[config.mk]
export PLATFORM = sky130hd
export DESIGN_NAME = io_space_register_decoder
export DESIGN_NICKNAME = d
export VERILOG_FILES = /design/src/include/io_space_pkg.sv /design/src/include/write_bus_if.sv /design/src/hw/pin_sync.sv /design/src/hw/reg_cell.sv /design/src/hw/io_space_register_decoder.sv
export SDC_FILE = /design/constraint.sdc
export NUM_CORES = 1
export LEC_CHECK = 0
export BUFFER_PORTS_ARGS = -buffer_cell sky130_fd_sc_hd__buf_4
export CAP_MARGIN = 10
export CORE_AREA = 4 4 659 661
export CTS_BUF_LIST = sky130_fd_sc_hd__clkbuf_4 sky130_fd_sc_hd__clkbuf_8
export DETAILED_ROUTE_END_ITERATION = 7
export DIE_AREA = 0 0 663 665
export HOLD_SLACK_MARGIN = 0.08
export PLACE_DENSITY_LB_ADDON = 0.2
export SLEW_MARGIN = 20
export SYNTH_ARGS = -nofsm -noshare
export SYNTH_HDL_FRONTEND = slang
export SYNTH_SLANG_ARGS = --single-unit
[constraint.sdc]
create_clock -name i_clock -period 19.56 [get_ports i_clock]
set_clock_uncertainty 0.05 [all_clocks]
set_input_delay 0.978 -clock i_clock [delete_from_list [all_inputs] [get_ports i_clock]]
set_output_delay 0.978 -clock i_clock [all_outputs]
set_load 0.02 [all_outputs]
[src/include/io_space_pkg.sv]
package io_space_pkg;

	// ------------------------------------------------------------
	// Space geometry
	// ------------------------------------------------------------
	localparam int         IO_LOCS       = 64;
	localparam logic [7:0] IO_LAST       = 8'h3f;
	localparam logic [7:0] BIT_LAST      = 8'h1f;
	localparam logic [7:0] DATA_IO_BASE  = 8'h20;
	localparam logic [7:0] DATA_IO_LAST  = 8'h5f;
	localparam logic [7:0] DATA_EXT_BASE = 8'h60;
	localparam logic [7:0] REG_RESET     = 8'h00;
	localparam int         PIN_PORTS     = 7;
	localparam int         PIN_STRIDE    = 3;

	// ------------------------------------------------------------
	// Register offsets in the in/out space
	// ------------------------------------------------------------
	localparam logic [5:0] PINS_A_INPUT             = 6'h00;
	localparam logic [5:0] DIRECTION_A              = 6'h01;
	localparam logic [5:0] OUTPUT_LATCH_A           = 6'h02;
	localparam logic [5:0] PINS_B_INPUT             = 6'h03;
	localparam logic [5:0] DIRECTION_B              = 6'h04;
	localparam logic [5:0] OUTPUT_LATCH_B           = 6'h05;
	localparam logic [5:0] PINS_C_INPUT             = 6'h06;
	localparam logic [5:0] DIRECTION_C              = 6'h07;
	localparam logic [5:0] OUTPUT_LATCH_C           = 6'h08;
	localparam logic [5:0] PINS_D_INPUT             = 6'h09;
	localparam logic [5:0] DIRECTION_D              = 6'h0a;
	localparam logic [5:0] OUTPUT_LATCH_D           = 6'h0b;
	localparam logic [5:0] PINS_E_INPUT             = 6'h0c;
	localparam logic [5:0] DIRECTION_E              = 6'h0d;
	localparam logic [5:0] OUTPUT_LATCH_E           = 6'h0e;
	localparam logic [5:0] PINS_F_INPUT             = 6'h0f;
	localparam logic [5:0] DIRECTION_F              = 6'h10;
	localparam logic [5:0] OUTPUT_LATCH_F           = 6'h11;
	localparam logic [5:0] PINS_G_INPUT             = 6'h12;
	localparam logic [5:0] DIRECTION_G              = 6'h13;
	localparam logic [5:0] OUTPUT_LATCH_G           = 6'h14;
	localparam logic [5:0] TIMER0_FLAGS             = 6'h15;
	localparam logic [5:0] TIMER1_FLAGS             = 6'h16;
	localparam logic [5:0] TIMER2_FLAGS             = 6'h17;
	localparam logic [5:0] EXTERNAL_IRQ_FLAGS       = 6'h1c;
	localparam logic [5:0] EXTERNAL_IRQ_MASK        = 6'h1d;
	localparam logic [5:0] SCRATCH_0                = 6'h1e;
	localparam logic [5:0] NONVOLATILE_CONTROL      = 6'h1f;
	localparam logic [5:0] NONVOLATILE_DATA         = 6'h20;
	localparam logic [5:0] NONVOLATILE_ADDRESS_LOW  = 6'h21;
	localparam logic [5:0] NONVOLATILE_ADDRESS_HIGH = 6'h22;
	localparam logic [5:0] PRESCALER_SYNC_CONTROL   = 6'h23;
	localparam logic [5:0] TIMER0_CONTROL           = 6'h24;
	localparam logic [5:0] TIMER0_COUNT             = 6'h26;
	localparam logic [5:0] TIMER0_COMPARE_VALUE     = 6'h27;
	localparam logic [5:0] SCRATCH_1                = 6'h2a;
	localparam logic [5:0] SCRATCH_2                = 6'h2b;
	localparam logic [5:0] SERIAL_PORT_CONTROL      = 6'h2c;
	localparam logic [5:0] SERIAL_PORT_FLAGS        = 6'h2d;
	localparam logic [5:0] SERIAL_SHIFT_DATA        = 6'h2e;
	localparam logic [5:0] COMPARATOR_CONTROL_FLAGS = 6'h30;
	localparam logic [5:0] DEBUG_DATA_CHANNEL       = 6'h31;
	localparam logic [5:0] SLEEP_CONTROL            = 6'h33;
	localparam logic [5:0] RESET_CAUSE_FLAGS        = 6'h34;
	localparam logic [5:0] CORE_CONTROL             = 6'h35;
	localparam logic [5:0] SELF_PROGRAM_CONTROL     = 6'h37;

	// ------------------------------------------------------------
	// Core operations
	// ------------------------------------------------------------
	typedef enum logic [2:0] {
		IO_IN_INSTR             = 3'h0,
		IO_OUT_INSTR            = 3'h1,
		SET_SINGLE_BIT_INSTR    = 3'h3,
		CLEAR_SINGLE_BIT_INSTR  = 3'h2,
		SKIP_IF_BIT_SET_INSTR   = 3'h6,
		SKIP_IF_BIT_CLEAR_INSTR = 3'h7,
		DATA_LOAD_INSTR         = 3'h5,
		DATA_STORE_INSTR        = 3'h4
	} op_t;

endpackage // io_space_pkg

[src/include/write_bus_if.sv]
interface write_bus_if;

	logic       wr_en;
	logic [5:0] loc;
	logic [7:0] data;
	logic [7:0] mask;

	modport source (output wr_en, output loc, output data, output mask);
	modport sink   (input wr_en, input loc, input data, input mask);

endinterface // write_bus_if

[src/hw/pin_sync.sv]
module pin_sync #(
	parameter int WIDTH = 8
) (
	// Clock and reset
	input  wire logic             i_clock,
	input  wire logic             i_rst,
	// Level crossing
	input  wire logic [WIDTH-1:0] i_async,
	output logic      [WIDTH-1:0] o_sync
);

	logic [WIDTH-1:0] meta_r;
	logic [WIDTH-1:0] sync_r;

	always_ff @(posedge i_clock or posedge i_rst) begin
		if (i_rst) begin
			meta_r <= '0;
			sync_r <= '0;
		end else begin
			meta_r <= i_async;
			sync_r <= meta_r;
		end
	end

	assign o_sync = sync_r;

endmodule // pin_sync

[src/hw/reg_cell.sv]
module reg_cell
	import io_space_pkg::*;
#(
	parameter logic [5:0] LOC = 6'h00,
	parameter logic [7:0] RW  = 8'h00,
	parameter logic [7:0] W1C = 8'h00,
	parameter logic [7:0] SET = 8'h00,
	parameter logic [7:0] RO  = 8'h00
) (
	// Clock and reset
	input  wire logic       i_clock,
	input  wire logic       i_rst,
	// Write broadcast
	write_bus_if.sink       wb,
	// Hardware side
	input  wire logic [7:0] i_set,
	input  wire logic [7:0] i_live,
	output logic      [7:0] o_stored,
	output logic      [7:0] o_read
);

	logic [7:0] value_r;

	// Single-bit operations arrive with a one-hot lane
	wire logic [7:0] lane = (wb.wr_en && wb.loc == LOC) ? wb.mask : 8'h00;
	wire logic [7:0] kept = (value_r & ~(lane & RW)) | (wb.data & lane & RW);
	wire logic [7:0] clr  = wb.data & lane & W1C;
	// Set wins so that an event in the clearing cycle survives
	wire logic [7:0] value_nxt = ((kept & ~clr) | (i_set & SET)) & (RW | W1C);

	always_ff @(posedge i_clock or posedge i_rst) begin
		if (i_rst) begin
			value_r <= REG_RESET;
		end else begin
			value_r <= value_nxt;
		end
	end

	assign o_stored = value_r;
	assign o_read   = value_r | (i_live & RO);

endmodule // reg_cell

[src/hw/io_space_register_decoder.sv]
// Notes on behaviour
// - Single-bit set and clear act only on addresses 0x00 to 0x1F.
// - Bit tests on addresses 0x00 to 0x1F read one bit for skipping.
// - Writing one clears a status flag; writing zero leaves it. Reset cause flags are the exception and are written like ordinary bits.
// - Single-bit operations change only the addressed bit, never other flags.
// - In/out operations address 0x00 to 0x3F, a 64 location field.
// - Data-space accesses see the registers at their address plus 0x20.
// - Data addresses 0x60 to 0xFF are reached by data loads and stores only.
module io_space_register_decoder
	import io_space_pkg::*;
(
	// Clock and reset
	input  wire logic                  i_clock,
	input  wire logic                  i_rst,
	// Core access
	input  wire logic                  i_req,
	input  wire op_t                   i_op,
	input  wire logic [7:0]            i_addr,
	input  wire logic [7:0]            i_wdata,
	input  wire logic [2:0]            i_bit_sel,
	output logic                       o_ack,
	output logic      [7:0]            o_rdata,
	output logic                       o_skip,
	output logic                       o_refused,
	// Port pins
	input  wire logic [PIN_PORTS-1:0][7:0] i_port_pins,
	// Peripheral side
	input  wire logic [IO_LOCS-1:0][7:0] i_live_status,
	input  wire logic [IO_LOCS-1:0][7:0] i_flag_set,
	output logic      [IO_LOCS-1:0][7:0] o_io_image,
	output logic      [IO_LOCS-1:0]      o_io_written,
	// Extended data space
	output logic                       o_ext_req,
	output logic                       o_ext_write,
	output logic      [7:0]            o_ext_addr,
	output logic      [7:0]            o_ext_wdata,
	input  wire logic [7:0]            i_ext_rdata
);

	// ------------------------------------------------------------
	// Bit layout of each location
	// ------------------------------------------------------------
	function automatic logic [7:0] rw_mask(input logic [5:0] a);
		case (a)
			DIRECTION_A, OUTPUT_LATCH_A,
			DIRECTION_B, OUTPUT_LATCH_B,
			DIRECTION_C, OUTPUT_LATCH_C,
			DIRECTION_D, OUTPUT_LATCH_D,
			DIRECTION_E, OUTPUT_LATCH_E,
			DIRECTION_F, OUTPUT_LATCH_F,
			SCRATCH_0, SCRATCH_1, SCRATCH_2,
			NONVOLATILE_DATA, NONVOLATILE_ADDRESS_LOW,
			TIMER0_CONTROL, TIMER0_COUNT, TIMER0_COMPARE_VALUE,
			SERIAL_PORT_CONTROL, SERIAL_SHIFT_DATA,
			DEBUG_DATA_CHANNEL: begin
				rw_mask = 8'hff;
			end
			DIRECTION_G, OUTPUT_LATCH_G: begin
				rw_mask = 8'h1f;
			end
			EXTERNAL_IRQ_MASK: begin
				rw_mask = 8'hf1;
			end
			NONVOLATILE_CONTROL, SLEEP_CONTROL: begin
				rw_mask = 8'h0f;
			end
			NONVOLATILE_ADDRESS_HIGH: begin
				rw_mask = 8'h07;
			end
			PRESCALER_SYNC_CONTROL: begin
				rw_mask = 8'h83;
			end
			SERIAL_PORT_FLAGS: begin
				rw_mask = 8'h01;
			end
			COMPARATOR_CONTROL_FLAGS: begin
				rw_mask = 8'hcf;
			end
			RESET_CAUSE_FLAGS: begin
				rw_mask = 8'h1f;
			end
			CORE_CONTROL: begin
				rw_mask = 8'h93;
			end
			SELF_PROGRAM_CONTROL: begin
				rw_mask = 8'h9f;
			end
			default: begin
				rw_mask = 8'h00;
			end
		endcase
	endfunction

	function automatic logic [7:0] w1c_mask(input logic [5:0] a);
		case (a)
			TIMER0_FLAGS, TIMER2_FLAGS: begin
				w1c_mask = 8'h03;
			end
			TIMER1_FLAGS: begin
				w1c_mask = 8'h27;
			end
			EXTERNAL_IRQ_FLAGS: begin
				w1c_mask = 8'hf1;
			end
			COMPARATOR_CONTROL_FLAGS: begin
				w1c_mask = 8'h10;
			end
			default: begin
				w1c_mask = 8'h00;
			end
		endcase
	endfunction

	// Reset causes are sticky but written like ordinary bits
	function automatic logic [7:0] set_mask(input logic [5:0] a);
		set_mask = w1c_mask(a) | ((a == RESET_CAUSE_FLAGS) ? 8'h1f : 8'h00);
	endfunction

	function automatic logic [7:0] ro_mask(input logic [5:0] a);
		case (a)
			PINS_A_INPUT, PINS_B_INPUT, PINS_C_INPUT,
			PINS_D_INPUT, PINS_E_INPUT, PINS_F_INPUT: begin
				ro_mask = 8'hff;
			end
			PINS_G_INPUT: begin
				ro_mask = 8'h3f;
			end
			SERIAL_PORT_FLAGS: begin
				ro_mask = 8'hc0;
			end
			COMPARATOR_CONTROL_FLAGS: begin
				ro_mask = 8'h20;
			end
			SELF_PROGRAM_CONTROL: begin
				ro_mask = 8'h40;
			end
			default: begin
				ro_mask = 8'h00;
			end
		endcase
	endfunction

	// ------------------------------------------------------------
	// Request decode
	// ------------------------------------------------------------
	logic                          busy_r;
	logic                          ack_r;
	logic                          skip_r;
	logic                          refused_r;
	logic [7:0]                    rdata_r;
	logic                          ext_req_r;
	logic                          ext_write_r;
	logic [7:0]                    ext_addr_r;
	logic [7:0]                    ext_wdata_r;
	logic [IO_LOCS-1:0]            written_r;
	logic [IO_LOCS-1:0][7:0]       cell_read;
	logic [IO_LOCS-1:0][7:0]       live;
	logic [IO_LOCS-1:0]            implemented;
	logic [PIN_PORTS-1:0][7:0]     pins_sync;

	wire logic is_io    = (i_op == IO_IN_INSTR) || (i_op == IO_OUT_INSTR);
	wire logic is_set   = (i_op == SET_SINGLE_BIT_INSTR);
	wire logic is_bit   = is_set || (i_op == CLEAR_SINGLE_BIT_INSTR);
	wire logic is_clr_t = (i_op == SKIP_IF_BIT_CLEAR_INSTR);
	wire logic is_test  = is_clr_t || (i_op == SKIP_IF_BIT_SET_INSTR);
	wire logic is_data  = (i_op == DATA_LOAD_INSTR) || (i_op == DATA_STORE_INSTR);
	wire logic is_wr_op = (i_op == IO_OUT_INSTR) || (i_op == DATA_STORE_INSTR);

	// A new request is ignored while an extended access is in flight
	wire logic take     = i_req && !busy_r;
	wire logic io_ok    = is_io && (i_addr <= IO_LAST);
	wire logic bit_ok   = (is_bit || is_test) && (i_addr <= BIT_LAST);
	wire logic data_io  = is_data && (i_addr >= DATA_IO_BASE) && (i_addr <= DATA_IO_LAST);
	wire logic data_ext = is_data && (i_addr >= DATA_EXT_BASE);
	wire logic hit      = io_ok || bit_ok || data_io;

	wire logic [7:0] data_off = i_addr - DATA_IO_BASE;
	wire logic [5:0] io_loc   = data_io ? data_off[5:0] : i_addr[5:0];

	wire logic       wr_full  = take && (io_ok || data_io) && is_wr_op;
	wire logic       wr_bit   = take && bit_ok && is_bit;
	wire logic [7:0] bit_lane = 8'h01 << i_bit_sel;
	wire logic [7:0] rd_val   = cell_read[io_loc];
	wire logic       test_bit = rd_val[i_bit_sel];

	// ------------------------------------------------------------
	// Write broadcast to the cells
	// ------------------------------------------------------------
	write_bus_if wb ();

	// Bit operations write one lane, so neighbouring flags stay put
	assign wb.wr_en = wr_full || wr_bit;
	assign wb.loc   = io_loc;
	assign wb.mask  = wr_bit ? bit_lane : 8'hff;
	assign wb.data  = wr_bit ? {8{is_set}} : i_wdata;

	// ------------------------------------------------------------
	// Register cells and pin inputs
	// ------------------------------------------------------------
	for (genvar p = 0; p < PIN_PORTS; p++) begin : g_pin
		pin_sync #(
			.WIDTH (8)
		) u_sync (
			.i_clock (i_clock),
			.i_rst   (i_rst),
			.i_async (i_port_pins[p]),
			.o_sync  (pins_sync[p])
		);
	end

	for (genvar g = 0; g < IO_LOCS; g++) begin : g_loc
		if ((g % PIN_STRIDE == 0) && (g <= int'(PINS_G_INPUT))) begin : g_live_pin
			assign live[g] = pins_sync[g / PIN_STRIDE];
		end else begin : g_live_per
			assign live[g] = i_live_status[g];
		end

		assign implemented[g] = |(rw_mask(6'(g)) | w1c_mask(6'(g)) | ro_mask(6'(g)));

		reg_cell #(
			.LOC (6'(g)),
			.RW  (rw_mask(6'(g))),
			.W1C (w1c_mask(6'(g))),
			.SET (set_mask(6'(g))),
			.RO  (ro_mask(6'(g)))
		) u_cell (
			.i_clock  (i_clock),
			.i_rst    (i_rst),
			.wb       (wb.sink),
			.i_set    (i_flag_set[g]),
			.i_live   (live[g]),
			.o_stored (o_io_image[g]),
			.o_read   (cell_read[g])
		);
	end

	// ------------------------------------------------------------
	// Answer to the core
	// ------------------------------------------------------------
	wire logic       local_rd  = take && hit && !is_wr_op && !is_bit;
	wire logic       ack_nxt   = (take && !data_ext) || ext_req_r;
	wire logic       refuse    = take && !hit && !data_ext;
	wire logic       skip_nxt  = take && bit_ok && is_test && (test_bit ^ is_clr_t);
	// Unassigned locations hold nothing, so they read zero
	wire logic [7:0] local_val = local_rd ? rd_val : 8'h00;
	wire logic [7:0] ext_val   = ext_write_r ? 8'h00 : i_ext_rdata;
	wire logic [7:0] rdata_nxt = ext_req_r ? ext_val : local_val;
	wire logic [IO_LOCS-1:0] written_nxt = wb.wr_en ? (64'h1 << io_loc) : '0;

	always_ff @(posedge i_clock or posedge i_rst) begin
		if (i_rst) begin
			ack_r     <= 1'b0;
			refused_r <= 1'b0;
			skip_r    <= 1'b0;
			rdata_r   <= 8'h00;
			written_r <= '0;
		end else begin
			ack_r     <= ack_nxt;
			refused_r <= refuse;
			skip_r    <= skip_nxt;
			rdata_r   <= rdata_nxt;
			written_r <= written_nxt;
		end
	end

	// ------------------------------------------------------------
	// Extended data space, loads and stores only
	// ------------------------------------------------------------
	always_ff @(posedge i_clock or posedge i_rst) begin
		if (i_rst) begin
			ext_req_r   <= 1'b0;
			ext_write_r <= 1'b0;
			ext_addr_r  <= 8'h00;
			ext_wdata_r <= 8'h00;
		end else begin
			ext_req_r   <= take && data_ext;
			ext_write_r <= take && data_ext && is_wr_op;
			ext_addr_r  <= data_ext ? i_addr : ext_addr_r;
			ext_wdata_r <= data_ext ? i_wdata : ext_wdata_r;
		end
	end

	assign busy_r       = ext_req_r;
	assign o_ack        = ack_r;
	assign o_refused    = refused_r;
	assign o_skip       = skip_r;
	assign o_rdata      = rdata_r;
	assign o_io_written = written_r;
	assign o_ext_req    = ext_req_r;
	assign o_ext_write  = ext_write_r;
	assign o_ext_addr   = ext_addr_r;
	assign o_ext_wdata  = ext_wdata_r;

	wire logic [5:0] alias_loc = {i_addr[6], i_addr[4:0]};
	wire logic [7:0] alias_rd  = cell_read[alias_loc];
	wire logic [7:0] cur_img   = o_io_image[io_loc];
	wire logic [7:0] set_here  = i_flag_set[io_loc];
	wire logic [7:0] lane_now  = wb.mask;
	wire logic       t0_flag   = o_io_image[TIMER0_FLAGS][0];
	wire logic       t0_set    = i_flag_set[TIMER0_FLAGS][0];
	wire logic       wd0       = i_wdata[0];
	wire logic       t0_write  = wr_full && (io_loc == TIMER0_FLAGS);
	wire logic       unassigned = !implemented[io_loc];
endmodule // io_space_register_decoder

Word level (Yosys, flattened, before mapping):

Index checks and enable logic that the tools add are counted.
Widths: inputs -> output; s select.

* word-level logic and storage cells: 408
* bits in registers: 450

* eq/ne operators: 46
* $lt $le $gt $ge: 7
* reduce and logical (&&, ||, !) cells: 76
* add/sub/neg operators: 1
* shifts and indexed selects: 2
* mux-type cells: 50
* bitwise gates (word level): 164

Operators by type and width (count)
* $and 8x8->8: 59
* $mux 8: 35
* $not 8->8: 29
* $or 8x8->8: 29
* $eq 6x6->1 const B: 18
* $eq 6x5->1 const B: 11
* $mux 64: 1
* $shl 1x6->64 const A: 1
* $logic_and 1x1->1: 59
* $bmux 8 s6: 1
* $and 5x5->5: 6
* $eq 6x4->1 const B: 5
* $or 5x5->5: 4
* $eq 6x3->1 const B: 3
* $and 4x4->4: 4
* $mux 5: 3
* $not 5->5: 3
* $and 6x6->6: 2
* $eq 3x3->1 const B: 4
* $mux 6: 2
* $logic_or 1x1->1: 11
* $and 2x2->2: 4
* $ge 8x6->1 const B: 1
* $ge 8x7->1 const B: 1
* 36 further kinds: 50

Longest topological paths before layout:

* word-level depth: 15
* mapped depth: 13
* depth with buffers taken out: 9

By module:

A second synthesis with hierarchy kept.

* cell total of the unflattened synthesis: 2632
* area, all modules: 29512.1 um^2

Modules (own cells, without submodules)
* io_space_register_decoder: cells an instance 652, area each 8022.7 um^2, instances 1, seq. area each 2327.2 um^2
* reg_cell at g_loc[0].u_cell ...: cells an instance 17, area each 123.9 um^2, instances 25, seq. area each 0.0 um^2
* pin_sync: cells an instance 17, area each 404.1 um^2, instances 7, seq. area each 400.4 um^2
* reg_cell at g_loc[11].u_cell ...: cells an instance 46, area each 504.2 um^2, instances 4, seq. area each 200.2 um^2
* reg_cell at g_loc[16].u_cell ...: cells an instance 35, area each 430.4 um^2, instances 4, seq. area each 200.2 um^2
* reg_cell at g_loc[13].u_cell ...: cells an instance 46, area each 475.5 um^2, instances 3, seq. area each 200.2 um^2
* reg_cell at g_loc[10].u_cell ...: cells an instance 46, area each 509.2 um^2, instances 2, seq. area each 200.2 um^2
* reg_cell at g_loc[39].u_cell ...: cells an instance 45, area each 475.5 um^2, instances 2, seq. area each 200.2 um^2
* reg_cell at g_loc[30].u_cell ...: cells an instance 37, area each 470.5 um^2, instances 2, seq. area each 200.2 um^2
* reg_cell at g_loc[17].u_cell ...: cells an instance 36, area each 436.7 um^2, instances 2, seq. area each 200.2 um^2
* reg_cell at g_loc[4].u_cell ...: cells an instance 36, area each 427.9 um^2, instances 2, seq. area each 200.2 um^2
* reg_cell at g_loc[49].u_cell: cells an instance 47, area each 488.0 um^2, instances 1, seq. area each 200.2 um^2
* reg_cell at g_loc[36].u_cell: cells an instance 36, area each 430.4 um^2, instances 1, seq. area each 200.2 um^2
* reg_cell at g_loc[48].u_cell: cells an instance 35, area each 392.9 um^2, instances 1, seq. area each 175.2 um^2
* 15 more rows

Worst setup path before layout:

OpenSTA, ideal clock, no wires.

* kind: input -> register
* start point: input i_addr[7]
* end point: register (tool-made name)
* arrival: 2938 ps
* path slack: 16438 ps
* path buffers: 4
* stages on the path: 10
* cells stage by stage: clkbuf_1 -> nor3b_2 -> mux2i_1 -> buf_2 -> nand3_1 -> or2_2 -> clkbuf_1 -> clkbuf_1 -> o21ai_0 -> o31ai_1

RTL lines
* from (decl): line io_space_register_decoder.sv:18 `input wire logic [7:0] i_addr,`

Worst setup path in the final report:

* start point: input i_addr[0]
* end point: register skip_r, in the netlist o_skip

* longest elaborated chain between the ends: 10
* elaborated cells between the ends (all ways): 16
* those cells by class: 1 x add/sub; 3 x order compare; 5 x mux; 1 x bitwise; 6 x reduce/logical

Ends and longest elaborated chain
* $ge 8x6->1: line io_space_register_decoder.sv:173 `wire logic data_io = is_data && (i_addr >= DATA_IO_BASE) && (i_addr <= DATA_IO_LAST);`
* $logic_and 1x1->1 (2 in series): line io_space_register_decoder.sv:173
* $mux 6: line io_space_register_decoder.sv:178 `wire logic [5:0] io_loc = data_io ? data_off[5:0] : i_addr[5:0];`
* $bmux 8 s6: line io_space_register_decoder.sv:183 `wire logic [7:0] rd_val = cell_read[io_loc];`
* $mux 8 (implied by the code): line io_space_register_decoder.sv:183
* $bmux 1 s3: line io_space_register_decoder.sv:184 `wire logic test_bit = rd_val[i_bit_sel];`
* $mux 1 (implied by the code): line io_space_register_decoder.sv:184
* $xor 1x1->1: line io_space_register_decoder.sv:243 `wire logic skip_nxt = take && bit_ok && is_test && (test_bit ^ is_clr_t);`
* $logic_and 1x1->1 (*): line io_space_register_decoder.sv:243
* net skip_nxt: line io_space_register_decoder.sv:243
* to (signal assigned): line io_space_register_decoder.sv:260 `skip_r <= skip_nxt;`
* to (decl): line io_space_register_decoder.sv:148 `logic skip_r;`

The timed path passes the listed nets; every way through them passes the cells marked *. The select of a mux whose other input is x is not followed.
A chain may end at the register's enable or synchronous reset.

==> results.cfg <==
[placement]
place_congestion = 0.7245
place_inst = 7963
dp_hpwl_mm = 138.7
dpl-instance-area_um2 = 30310
io_buffers = 451

[routing]
final_antenna_net_count = 0
avgViaCountPerCell = 2.051
route.vias.total = 16750
wirelength_mm = 171.6
drt_iter0_drc = 1016
avgRoutedWirePerCell_um = 21.01
route.detailed.drc = 0
drt_pre_antenna_iters = 5

[cells_and_area]
final_cell_mix = buf_4, dfrtp_1, conb_1, o21ai_0, clkbuf_8
final_layout_size_suffix_gt1_share_pct = 33.89
finalNonFillerCells = 8170
syn_to_final_growth_pct = 44.95
design_area_um2 = 32670
layout.nets = 3472
final_common_cell = buf_4

[worst_setup_path]
critPathRequiredTime_ns = 20.15
crit_start = i_addr[0]
crit_fanout = 47
arrival_ns = 6.01
reg2reg_slack_ns = 15.10
start_kind = input pin
slowest_stage = buf_4
timing.rr.end = g_loc[22].u_cell.o_read[2]
crit_type = input pin to flop
max_stage_delay_ns = 0.81
r2r-start = o_ext_req
crit_end = o_skip
path_cells = buf_6, buf_4, buf_4, and2_1, nand2_2, o21ai_0, nor4b_2, o311ai_0, a211o_1, nand3_1, and4b_1
endpoint_kind = flop
crit_top_cell = buf_4
reg2reg_depth = 8

[power]
p_leak_uw = 0.01301
power_density_nw_per_um2 = 77.76
power_uw = 2541
irDropWorstVdd_uv = 47.63

[grt]
grt_pass1_vias = 16780
grtUsageMet3_pct = 3.539
use_met1_pct = 8.348
antenna_found_initial = 62
grt_busiest_layer = met2
grt.overflow.total = 0
grtUsageMet2_pct = 13.01
grt.total_usage_pct = 7.466
grt_max_degree = 141
grt_first_pass_wirelength_mm = 210.1

[sta]
max-slew-margin-rel_pct = 23.20
whs_ns = 0.1675
finalHoldViolations = 0
finalSetupViolCount = 0
setup_tns_ns = 0
period_share_pct = 27.67
rsz0062_at_grt = false
worst_pin_slew_ns = 1.152
max_freq_mhz = 184.7
drv_slew = 0
fin_crit_ns = 5.413

[die]
core_um2 = 429100
die_w_um = 663
initial_utilization_pct = 5.253
dieHeight_um = 665
rows = 241
die_area_um2 = 440900
io_pins = 1718

[clocking]
cts_tree = done
ctsHoldBuffers = 6
cts_made_buffers = 98
clock-sinks = 450
cts-resized-gates = 0
clkLatencyLatePin_ns = 0.83
clockBufferDepth = 3
cts_setup_buffers = 0
cts_root_buf = clkbuf_8
clkTransAtPathRegs_ns = 0.07
htreeDepth = 3

[yosys]
synth-seq-cells = 450
synth_enable_flop_cells = 0
ys.flop_type = dfrtp_1
syn_area_um2 = 22540
yosysUniqueCellTypes = 75
yosys-top-cells-area = dfrtp_1, buf_4, o21ai_0
ys_warn_count = 0
netlist_instances = 2118
avgSynthCellArea_um2 = 10.64
synth_area_leader_cell = dfrtp_1
yosysSeqAreaShare_pct = 49.96
ys_async_sr_fraction_pct = 100.0
netlist.area_leader.share_pct = 49.96

[worst_hold_path]
hp-class = input pin to async pin

[job]
cap_violations = 0

[status]
outcome = complete, no violations
## per-stage QoR
step	utilization (%)	setup slack (ns)
floorplan	-	5.990
global placement	7.061	13.15
detailed placement	7.064	13.15
CTS	7.600	14.08
global route	7.605	14.10
finish	7.615	14.15
## cells in the mapped netlist, types with 11 or more instances
cell type,count
mux2_2,51
dfrtp_1,450
buf_2,30
nor2b_1,14
mux4_2,22
clkbuf_1,71
nand2_1,122
a31oi_1,34
o22ai_1,11
nand3_1,25
nor3_1,16
buf_4,527
nand2b_1,14
o21ai_0,171
mux2i_1,53
o31ai_1,106
inv_1,37
a21o_1,22
a21oi_1,82
nor2_1,111
## worst min path at each step
stage	from	end	slack (ns)	cells after the start
5_1_grt	i_port_pins[25]	g_pin[3].u_sync.meta_r[1]	0.12	1
4_1_cts	i_port_pins[46]	g_pin[5].u_sync.meta_r[6]	0.08	1
3_5_place_dp	g_pin[0].u_sync.meta_r[4]	g_pin[0].u_sync.o_sync[4]	0.28	0
3_3_place_gp	g_pin[3].u_sync.meta_r[2]	g_pin[3].u_sync.o_sync[2]	0.28	0
2_1_floorplan	g_pin[0].u_sync.meta_r[0]	g_pin[0].u_sync.o_sync[0]	0.28	0
6_report	i_rst	async pin	0.17	2
## kinds of logic after synthesis
group           Yosys count  synth area share (%)
xor+xnor                  2               0.07772
flops                   450                 49.96
simple gates            343                 6.927
buf+inv                 676                 20.58
other cells               1               0.01664
mux                     133                 7.915
compound gates          513                 14.53
## per-layer routing
layer  vias to the layer above  share of wire (%)
met5                         -              0.027
met3                       208                 11
met4                         8                1.8
met1                      8596                 38
li1                       7149                  -
met2                       792                 49
## worst max-delay path: cells and delay by family
family / cells / cell delay [ns]
buffers and inverters: 3 / 2.11
and+or+nand+nor: 5 / 1.66
AOI/OAI and AO/OA: 3 / 1.04
## report_power, final
| part | switching [uW] | leakage [uW] | total, uW | internal (uW) |
|---|---|---|---|---|
| sequential | 20.9 | 0.00587 | 983 | 963 |
| combinational | 247 | 0.00595 | 330 | 83.1 |
| clock | 536 | 0.00118 | 1230 | 691 |
## area by class of cell
class | instances | area [um^2]
tap | 5710 | 7144
sequential | 450 | 11260
clock inverter | 18 | 281.5
clock buffer | 160 | 1958
antenna | 23 | 57.56
multi-input combinational | 1254 | 7884
inverter | 38 | 150.1
timing repair buffer | 517 | 3938
fill | 50070 | 396400
Power figures use the tool's default switching activity.
